===== src/design/pcr_pkg.sv =====
package pcr_pkg;
  // =====================================================
  // register offsets
  localparam logic [7:0] PCR_ADDR_STAMP_CTRL = 8'h3b;
  localparam logic [7:0] PCR_ADDR_REF_CTRL   = 8'h3c;
  localparam logic [7:0] PCR_ADDR_FBDIV_A    = 8'h3d;
  localparam logic [7:0] PCR_ADDR_FBDIV_B    = 8'h3e;
  localparam logic [7:0] PCR_ADDR_OSC_BIAS   = 8'h3f;
  // =====================================================
  // reset values and recommended oscillator bias
  localparam logic [7:0] PCR_RST_STAMP_CTRL = 8'h00;
  localparam logic [7:0] PCR_RST_REF_CTRL   = 8'h01;
  localparam logic [7:0] PCR_RST_FBDIV_A    = 8'h00;
  localparam logic [7:0] PCR_RST_FBDIV_B    = 8'h20;
  localparam logic [7:0] PCR_RST_OSC_BIAS   = 8'h4f;
  localparam logic [6:0] PCR_OSC_BIAS_RECOMMENDED = 7'h4a;
  // =====================================================
  // field positions
  localparam int PCR_BIT_STAMP_EN   = 0;
  localparam int PCR_BIT_STAMP_PECL = 1;
  localparam int PCR_BIT_REF_EN     = 0;
  localparam int PCR_FIRST_LSB      = 0;
  localparam int PCR_SECOND_LSB     = 2;
  localparam int PCR_THIRD_LSB      = 0;
  localparam int PCR_BIAS_LSB       = 0;
  // =====================================================
  // divider ratio codes
  localparam logic [1:0] PCR_CODE_RESERVED = 2'h3;
  localparam logic [2:0] PCR_FIRST_R0  = 3'h5;
  localparam logic [2:0] PCR_FIRST_R1  = 3'h4;
  localparam logic [2:0] PCR_FIRST_R2  = 3'h3;
  localparam logic [2:0] PCR_SECOND_R0 = 3'h1;
  localparam logic [2:0] PCR_SECOND_R1 = 3'h2;
  localparam logic [2:0] PCR_SECOND_R2 = 3'h4;
  localparam logic [2:0] PCR_RATIO_NONE = 3'h0;
  localparam logic [5:0] PCR_THIRD_NONE = 6'h00;
endpackage


===== src/design/pcr_regs.sv =====
`timescale 1ns/1ns
// What this block does
// RL1: host writes reserved fields with defaults; stored as written.
// RL2: stamp control bit 1 selects pecl receiver mode, ground termination.
// RL3: stamp control bit 0 enables stamp receiver; register resets to zero.
// RL4: reference clock output on only when its bit and synth enable set.
// RL5: second divider bits 3:2: codes 0,1,2 give 1,2,4; 3 reserved.
// RL6: first divider bits 1:0: codes 0,1,2 give 5,4,3; 3 reserved.
// RL7: third divider bits 5:0 is ratio 1..63 directly; resets to 32.
// RL8: host asserts synth reset before changing any divider field.
// RL9: oscillator bias seven bits, resets 0x4f; 0x4a recommended.
// RL10: host programs oscillator bias 0x4a when synthesizer used.
// RL11: divider values reach synth dividers only while synth reset asserted.
module pcr_regs
  import pcr_pkg::*;
(
  input  wire logic       sys_clk_i,
  input  wire logic       resetn_i,
  input  wire logic       wr_en_i,
  input  wire logic       rd_en_i,
  input  wire logic [7:0] addr_i,
  input  wire logic [7:0] wdata_i,
  input  wire logic       synth_enable_i,
  input  wire logic       synth_reset_i,
  output logic      [7:0] rdata_o,
  output logic            rvalid_o,
  output logic            stamp_input_enable_o,
  output logic            stamp_input_pecl_mode_o,
  output logic            ref_clock_output_enable_o,
  output logic      [2:0] first_ratio_o,
  output logic      [2:0] second_ratio_o,
  output logic      [5:0] third_ratio_o,
  output logic            divider_code_reserved_o,
  output logic      [6:0] oscillator_bias_o,
  output logic            bias_not_recommended_o
);
  // =====================================================
  // register state
  logic [7:0] stamp_ctrl_reg;
  logic [7:0] stamp_ctrl_next;
  logic [7:0] ref_ctrl_reg;
  logic [7:0] ref_ctrl_next;
  logic [7:0] fbdiv_a_reg;
  logic [7:0] fbdiv_a_next;
  logic [7:0] fbdiv_b_reg;
  logic [7:0] fbdiv_b_next;
  logic [7:0] osc_bias_reg;
  logic [7:0] osc_bias_next;
  logic [7:0] rdata_reg;
  logic [7:0] rdata_next;
  logic       rvalid_reg;
  logic       rvalid_next;

  always_comb
  begin
    stamp_ctrl_next = stamp_ctrl_reg;
    ref_ctrl_next   = ref_ctrl_reg;
    fbdiv_a_next    = fbdiv_a_reg;
    fbdiv_b_next    = fbdiv_b_reg;
    osc_bias_next   = osc_bias_reg;
    if (wr_en_i)
    begin
      unique case (addr_i) // RL1
        PCR_ADDR_STAMP_CTRL: stamp_ctrl_next = wdata_i;
        PCR_ADDR_REF_CTRL:   ref_ctrl_next   = wdata_i;
        PCR_ADDR_FBDIV_A:    fbdiv_a_next    = wdata_i;
        PCR_ADDR_FBDIV_B:    fbdiv_b_next    = wdata_i;
        PCR_ADDR_OSC_BIAS:   osc_bias_next   = wdata_i; // RL9
        default:             stamp_ctrl_next = stamp_ctrl_reg;
      endcase
    end
    rvalid_next = rd_en_i;
    rdata_next  = 8'h00;
    if (rd_en_i)
    begin
      unique case (addr_i)
        PCR_ADDR_STAMP_CTRL: rdata_next = stamp_ctrl_reg;
        PCR_ADDR_REF_CTRL:   rdata_next = ref_ctrl_reg;
        PCR_ADDR_FBDIV_A:    rdata_next = fbdiv_a_reg;
        PCR_ADDR_FBDIV_B:    rdata_next = fbdiv_b_reg;
        PCR_ADDR_OSC_BIAS:   rdata_next = osc_bias_reg;
        default:             rdata_next = 8'h00;
      endcase
    end
  end

  always_ff @(posedge sys_clk_i)
  begin
    if (!resetn_i)
    begin
      stamp_ctrl_reg <= PCR_RST_STAMP_CTRL; // RL3
      ref_ctrl_reg   <= PCR_RST_REF_CTRL; // RL4
      fbdiv_a_reg    <= PCR_RST_FBDIV_A;
      fbdiv_b_reg    <= PCR_RST_FBDIV_B; // RL7
      osc_bias_reg   <= PCR_RST_OSC_BIAS; // RL9
      rdata_reg      <= 8'h00;
      rvalid_reg     <= 1'b0;
    end
    else
    begin
      stamp_ctrl_reg <= stamp_ctrl_next;
      ref_ctrl_reg   <= ref_ctrl_next;
      fbdiv_a_reg    <= fbdiv_a_next;
      fbdiv_b_reg    <= fbdiv_b_next;
      osc_bias_reg   <= osc_bias_next;
      rdata_reg      <= rdata_next;
      rvalid_reg     <= rvalid_next;
    end
  end

  // =====================================================
  // external pin synchronisers
  logic [1:0] en_sync_reg, en_sync_next;
  logic [1:0] rst_sync_reg, rst_sync_next;

  always_comb
  begin
    en_sync_next  = {en_sync_reg[0], synth_enable_i};
    rst_sync_next = {rst_sync_reg[0], synth_reset_i};
  end

  always_ff @(posedge sys_clk_i)
  begin
    if (!resetn_i)
    begin
      en_sync_reg  <= 2'b00;
      rst_sync_reg <= 2'b00;
    end
    else
    begin
      en_sync_reg  <= en_sync_next;
      rst_sync_reg <= rst_sync_next;
    end
  end

  // =====================================================
  // decoded divider ratios
  logic [2:0] first_dec, second_dec;
  logic       code_res_dec;

  pcr_ratio_decode u_decode (
    .first_code_i    (fbdiv_a_reg[PCR_FIRST_LSB +: 2]),
    .second_code_i   (fbdiv_a_reg[PCR_SECOND_LSB +: 2]),
    .first_ratio_o   (first_dec),
    .second_ratio_o  (second_dec),
    .code_reserved_o (code_res_dec)
  );

  // =====================================================
  // control outputs
  logic       stamp_en_reg;
  logic       stamp_en_next;
  logic       pecl_reg;
  logic       pecl_next;
  logic       ref_out_reg;
  logic       ref_out_next;
  logic [2:0] first_reg;
  logic [2:0] first_next;
  logic [2:0] second_reg;
  logic [2:0] second_next;
  logic [5:0] third_reg;
  logic [5:0] third_next;
  logic       res_reg;
  logic       res_next;
  logic [6:0] bias_reg;
  logic [6:0] bias_next;
  logic       bias_warn_reg;
  logic       bias_warn_next;

  always_comb
  begin
    stamp_en_next = stamp_ctrl_reg[PCR_BIT_STAMP_EN]; // RL3
    pecl_next     = stamp_ctrl_reg[PCR_BIT_STAMP_PECL]; // RL2
    ref_out_next  = ref_ctrl_reg[PCR_BIT_REF_EN] && en_sync_reg[1]; // RL4
    first_next    = first_reg;
    second_next   = second_reg;
    third_next    = third_reg;
    res_next      = res_reg;
    if (rst_sync_reg[1]) // RL11
    begin
      first_next  = first_dec; // RL6
      second_next = second_dec; // RL5
      third_next  = fbdiv_b_reg[PCR_THIRD_LSB +: 6]; // RL7
      res_next    = code_res_dec;
    end
    bias_next      = osc_bias_reg[PCR_BIAS_LSB +: 7];
    bias_warn_next = en_sync_reg[1]
                   && (bias_next != PCR_OSC_BIAS_RECOMMENDED); // RL10
  end

  always_ff @(posedge sys_clk_i)
  begin
    if (!resetn_i)
    begin
      stamp_en_reg  <= 1'b0;
      pecl_reg      <= 1'b0;
      ref_out_reg   <= 1'b0;
      first_reg     <= PCR_FIRST_R0;
      second_reg    <= PCR_SECOND_R0;
      third_reg     <= PCR_RST_FBDIV_B[5:0];
      res_reg       <= 1'b0;
      bias_reg      <= PCR_RST_OSC_BIAS[6:0];
      bias_warn_reg <= 1'b0;
    end
    else
    begin
      stamp_en_reg  <= stamp_en_next;
      pecl_reg      <= pecl_next;
      ref_out_reg   <= ref_out_next;
      first_reg     <= first_next;
      second_reg    <= second_next;
      third_reg     <= third_next;
      res_reg       <= res_next;
      bias_reg      <= bias_next;
      bias_warn_reg <= bias_warn_next;
    end
  end

  assign rdata_o                   = rdata_reg;
  assign rvalid_o                  = rvalid_reg;
  assign stamp_input_enable_o      = stamp_en_reg;
  assign stamp_input_pecl_mode_o   = pecl_reg;
  assign ref_clock_output_enable_o = ref_out_reg;
  assign first_ratio_o             = first_reg;
  assign second_ratio_o            = second_reg;
  assign third_ratio_o             = third_reg;
  assign divider_code_reserved_o   = res_reg;
  assign oscillator_bias_o         = bias_reg;
  assign bias_not_recommended_o    = bias_warn_reg;
endmodule


===== src/design/pcr_ratio_decode.sv =====
`timescale 1ns/1ns
// =====================================================
// feedback divider code to ratio decode
module pcr_ratio_decode
  import pcr_pkg::*;
(
  input  wire logic [1:0] first_code_i,
  input  wire logic [1:0] second_code_i,
  output logic      [2:0] first_ratio_o,
  output logic      [2:0] second_ratio_o,
  output logic            code_reserved_o
);
  always_comb
  begin
    unique case (first_code_i) // RL6
      2'h0:    first_ratio_o = PCR_FIRST_R0;
      2'h1:    first_ratio_o = PCR_FIRST_R1;
      2'h2:    first_ratio_o = PCR_FIRST_R2;
      default: first_ratio_o = PCR_RATIO_NONE;
    endcase
    unique case (second_code_i) // RL5
      2'h0:    second_ratio_o = PCR_SECOND_R0;
      2'h1:    second_ratio_o = PCR_SECOND_R1;
      2'h2:    second_ratio_o = PCR_SECOND_R2;
      default: second_ratio_o = PCR_RATIO_NONE;
    endcase
    code_reserved_o = (first_code_i == PCR_CODE_RESERVED)
                    || (second_code_i == PCR_CODE_RESERVED);
  end
endmodule


===== config.mk =====
export PLATFORM = sky130hd
export DESIGN_NAME = pcr_regs
export DESIGN_NICKNAME = d
export VERILOG_FILES = /design/src/design/pcr_pkg.sv /design/src/design/pcr_regs.sv /design/src/design/pcr_ratio_decode.sv
export SDC_FILE = /design/constraint.sdc
export NUM_CORES = 1
export LEC_CHECK = 0
export ABC_AREA = 1
export BUFFER_PORTS_ARGS = -buffer_cell sky130_fd_sc_hd__buf_2
export CAP_MARGIN = 20
export CORE_AREA = 10 10 112 114
export DETAILED_ROUTE_END_ITERATION = 6
export DIE_AREA = 0 0 122 124
export PLACE_DENSITY_LB_ADDON = 0.3
export SLEW_MARGIN = 30
export SYNTH_ARGS = -nofsm -noshare
export SYNTH_HDL_FRONTEND = slang
export SYNTH_SLANG_ARGS = --single-unit

===== constraint.sdc =====
create_clock -name sys_clk_i -period 1.5 [get_ports sys_clk_i]
set_input_delay 0.075 -clock sys_clk_i [delete_from_list [all_inputs] [get_ports sys_clk_i]]
set_output_delay 0.075 -clock sys_clk_i [all_outputs]
set_load 0.02 [all_outputs]

==> results.cfg, run 1 <==
[worst_setup_path]
end_kind = flop
cp-start-kind = input port
required_ns = 1.73
crit_fanout = 22
arrival_ns = 1.28
worstSetupPathType = in -> reg

[synthesis]
ys_types = 28
ys_warn_count = 0
ys_seq_elements = 77
syn_area_um2 = 3060
avgSynthCellArea_um2 = 8.11
syn-num-nets = 399
synthCells = 377
synth-seq-area-share_pct = 50.4

[drt]
drt_iter0_drc = 124
postRouteAntennaNets = 0
drt-vias-per-instance = 4.51
vias = 2587
drt-pass1-iter-count = 4
avgRoutedWirePerCell_um = 13.9
drc = 0
totalWireLength_mm = 7.95

[clock_network]
clock_latency_ns = 0.34
cts_tree = yes
ctsLongestPathBuffers = 2
cts.clk_slew.worst_paths_ns = 0.07
cts-buffers-inserted = 9
cts_max_level = 3
cts_resized = 0
root_buffer = clkbuf_8
numClockSinks = 77

[layout]
fin_nets = 457
syn2layout_area_growth_pct = 19.0
drive_gt1_share_pct = 20.8
final_common_cell = dfxtp_1
stdcell_area_um2 = 3640
antennaDiodeCount = 0
layout_common_cells = 77 x dfxtp_1, 54 x buf_2, 52 x nand2_1

[timing]
drv_slew = 0
worst_slew_pin_slew_ns = 0.493
fin_crit_ns = 1.05
fin_crit_sh_pct = 70.1
relSlewSlack_pct = 67.1
rsz0062_at_grt = false
fmax_mhz = 952
finalSetupTns_ns = 0
setup_viol = 0
fin_skew_ns = 0.00328
hold_viol_final = 0

[placement]
dp_hpwl_mm = 5.89
port_buffers = 54
placed_area_um2 = 3430
place_congestion = 0.848

[global_route]
grt_pass1_wl_mm = 13.0
grt_max_degree = 34
top_usage_layer = met2
overflow = 0
use_met3_pct = 3.98
grtUsageMet2_pct = 17.9
grt.met1_usage_pct = 12.8
grt_pass1_vias = 2600
track_usage_pct = 10.9
antenna_found_initial = 0

[run_status]
status = complete, no violations

[floorplan]
io_pins = 55
row_count = 37
start_util_pct = 29.9
dieArea_um2 = 15100
die_height_um = 124
core_area_um2 = 10200
die_w_um = 122

[power_and_ir_drop]
fin_total_pwr_w = 0.00385
power.leakage_nw = 1.56
ir_drop_uv = 433
p_per_area_nw_per_um2 = 1060

[run]
drv_cap = 0

[min_path]
worstHoldPathType = in -> reg
==> cell usage after synthesis <==
cell	instances	area, µm²
o211ai_1	5	37.5
buf_4	1	7.51
nor2_8	1	20.0
a21oi_1	40	200
nand2_2	4	25.0
o22ai_1	1	6.26
o21ai_1	6	30.0
inv_1	50	188
nand4_1	4	25.0
o2111ai_1	1	8.76
nand2_1	52	195
nand3_1	42	210
clkbuf_1	7	26.3
buf_2	1	5.00
buf_6	7	78.8
o21ai_0	34	170
nor2_1	27	101
nand2_4	1	11.3
a21boi_0	1	7.51
nand3_2	1	10.0
nor3_1	1	5.00
o31ai_1	1	7.51
dfxtp_1	77	1540
nand3_4	3	52.6
clkinv_1	1	3.75
nor2_4	6	67.6
clkinv_4	1	8.76
nor4_1	1	6.26
==> cell families after synthesis <==
family | Yosys count | synth area share, %
buf+inv | 68 | 10.4
flops | 77 | 50.4
compound gates | 89 | 15.3
simple gates | 143 | 23.9
==> final timing paths <==
path,startpoint,end,slack (ns),depth (start not counted)
min,wdata_i[6],ref_ctrl_reg[6]$_SDFFE_PN0P_,0.03,3
max reg2reg,rst_sync_reg[1]$_SDFF_PN0_,second_ratio_o[0]$_SDFFE_PN1P_,0.54,3
max,addr_i[6],stamp_ctrl_reg[4]$_SDFFE_PN0P_,0.45,7
min reg2reg,rst_sync_reg[0]$_SDFF_PN0_,rst_sync_reg[1]$_SDFF_PN0_,0.41,2
==> stage by stage <==
stage	setup slack [ns]	instances	util (%)	hold slack [ns]
after floorplan	0.555	377	-	0.173
after global placement	0.139	558	33.5	0.259
after detailed placement	0.0804	558	33.5	0.262
after CTS	0.457	573	35.6	0.0201
after global routing	0.299	573	35.6	0.0369
final	0.449	573	35.6	0.0281
==> per-layer routing <==
layer  part of all wire, %  vias to the layer above
li1                      -                     1341
met1                    46                     1181
met2                    46                       60
met3                   6.8                        5
met4                  0.92                        0
met5                     0                        -
==> report_power, final <==
| part | internal (W) | leakage [nW] | switching [W] | total (W) |
|---|---|---|---|---|
| registers | 0.00207 | 0.623 | 0.00000995 | 0.00208 |
| clock network | 0.000830 | 0.0971 | 0.000707 | 0.00154 |
| logic | 0.0000734 | 0.843 | 0.000167 | 0.000241 |
| total | 0.00297 | 1.56 | 0.000884 | 0.00385 |
==> worst max-delay path, stage by stage <==
cell	delay (ns)
buf_2	0.09
inv_1	0.06
nand2_2	0.08
nor2_8	0.30
nand3_2	0.33
o21ai_0	0.26
a21oi_1	0.06
==> timing repair <==
action,CTS,global route
hold endpoints to repair,2,0
buffers inserted,0,0
hold buffers,2,0
endpoints found under the setup margin,0,0
==> area by class of cell <==
cell class | count | area [µm²]
Fill cell | 1068 | 6590
Sequential cell | 77 | 1540
Multi-Input combinational cell | 232 | 1200
Timing Repair Buffer | 63 | 343
Inverter | 52 | 200
Tap cell | 136 | 170
Clock buffer | 11 | 151
Clock inverter | 2 | 35.0
(Power assumes the default switching activity.)
==> run 2, diff against run 1 <==
Clock period 1.5 ns to 0.9 ns, I/O delays scaled along.
==> run 2 against run 1 <==
The flow now finishes with violations (setup timing). Routed wire length increased by 3.6%. Sequential share of layout area decreased by 3.4 points. Final cell count increased by 4.5%. Via count increased by 3.9%. Power increased by 76%. Combinational power increased by 100%. First-iteration DRC count decreased by 23%. Clock skew increased by 0.0058 ns. Largest cell class unchanged. Highest routed layer unchanged.
==> results.cfg, run 2 (synthesis gave the netlist of run 1 again) <==
[global_route]
grt_pass1_vias = 2619
antenna_found_initial = 0
grt_max_degree = 32
overflow = 0
grt_pass1_wl_mm = 13.3
track_usage_pct = 11.2

[power_and_ir_drop]
p_sw_w = 0.00153
comb_power_share_pct = 7.2
ir_drop_uv = 924
seq_power_share_pct = 51.1
fin_total_pwr_w = 0.00679
p_int_w = 0.00526
power_frac_clock_pct = 41.7
power.leakage_nw = 1.71
power.share.switching_pct = 22.5
p_per_area_nw_per_um2 = 1700

[clock_network]
clock_latency_ns = 0.34
cts.clk_slew.worst_paths_ns = 0.08
numClockSinks = 77
cts_max_level = 3
ctsLongestPathBuffers = 2
cts-buffers-inserted = 9
root_buffer = clkbuf_8
cts_tree = yes

[layout]
layout_common_cells = 68 x dfxtp_1, 52 x nand2_1, 48 x inv_1
instances_no_fill = 599
drive_gt1_share_pct = 27.0
syn2layout_area_growth_pct = 30.7
antennaDiodeCount = 0
final_common_cell = dfxtp_1
fin_nets = 481

[floorplan]
core_area_um2 = 10200
io_pins = 55
die_height_um = 124
row_count = 37
dieArea_um2 = 15100
die_w_um = 122
start_util_pct = 29.9

[drt]
drt-pass1-iter-count = 4
postRouteAntennaNets = 0
drt-vias-per-instance = 4.49
drc = 0
vias = 2689
drt_iter0_drc = 95
avgRoutedWirePerCell_um = 13.8
totalWireLength_mm = 8.24

[min_path]
worstHoldPathType = in -> reg

[timing]
setup_viol = 1
relSlewSlack_pct = 81.6
drv_slew = 0
worst_slew_pin_slew_ns = 0.275
fin_crit_sh_pct = 101
fmax_mhz = 1100
rsz0062_at_grt = true
fin_skew_ns = 0.00903
fin_crit_ns = 0.910
hold_viol_final = 0
setup_ws_ns = -0.0104

[worst_setup_path]
worstSetupPathType = reg -> reg
arrival_ns = 1.17
cp-start-kind = flop
required_ns = 1.16
crit_fanout = 3
end_kind = flop

[run_status]
violations = setup timing
status = complete, but fails checks

[placement]
dp_hpwl_mm = 6.25
dp_cells = 575
port_buffers = 54
place_congestion = 0.842

[run]
drv_cap = 0
==> run 2: cell types whose count changed in the layout (fill, tap and decap cells not counted), sizes merged <==
| cell | delta |
|---|---|
| buf | +19 |
| bufinv | +1 |
| nor2 | +1 |
| dlygate4sd3 | +4 |
| clkinvlp | +1 |
==> run 2: final cells by class <==
class / count / area [µm²]
sequential: 77 / 1560
inverter: 52 / 208
multi-input combinational: 233 / 1220
fill: 1031 / 6240
tap: 136 / 170
clock inverter: 4 / 72.6
timing repair buffer: 86 / 627
clock buffer: 11 / 141
==> run 2: metrics by stage <==
stage	hold WS, ns	setup slack [ns]	util [%]	setup TNS (ns)	area [µm²]
after detailed placement	0.230	-0.318	35.2	-12.18	3610
final	0.0123	-0.0104	39.0	-0.0104	3990
after floorplan	0.143	0.00123	-	0	3070
after global placement	0.228	-0.285	35.2	-11.55	3610
after CTS	0.00204	0.00000761	38.2	0	3910
after global routing	0.0152	-0.0330	39.0	-0.128	3990
==> run 2: final timing paths <==
check,startpoint,to,slack [ns],cells after the start
worst max-delay path,fbdiv_a_reg[1]$_SDFFE_PN0P_,first_ratio_o[1]$_SDFFE_PN0P_,-0.01,3
worst min-delay path,wdata_i[1],ref_ctrl_reg[1]$_SDFFE_PN0P_,0.01,3
worst max register to register,fbdiv_a_reg[1]$_SDFFE_PN0P_,first_ratio_o[1]$_SDFFE_PN0P_,-0.01,3
worst min register to register,rst_sync_reg[0]$_SDFF_PN0_,rst_sync_reg[1]$_SDFF_PN0_,0.40,2
==> run 2: repair_timing <==
item                                    CTS  global route
setup buffers                             0             2
hold buffers                              6             0
resized for setup                        11            28
gates cloned                              0             1
endpoints found under the setup margin   18            45
hold endpoints to repair                  6             0
pin swaps                                 0             2
==> run 2: layer usage <==
layer / wire, µm / GRT usage, %
met1: 3730 / 14.2
met2: 3870 / 17.8
met3: 590 / 3.21
met4: 49 / 4.02
met5: 0 / 0
==> run 2: power by group through the flow <==
stage	Combinational (W)	Clock, W	Sequential [W]
2_1_floorplan	0.000198	0	0.00358
3_3_place_gp	0.000442	0	0.00354
3_5_place_dp	0.000446	0	0.00354
4_1_cts	0.000477	0.00293	0.00347
5_1_grt	0.000543	0.00308	0.00347
6_report	0.000491	0.00283	0.00347
==> run 2: worst max-delay path, stage by stage, from the launching register on <==
cell and delay (ns):
dfxtp_1 0.35, inv_1 0.08, a21oi_1 0.20, a21boi_0 0.20
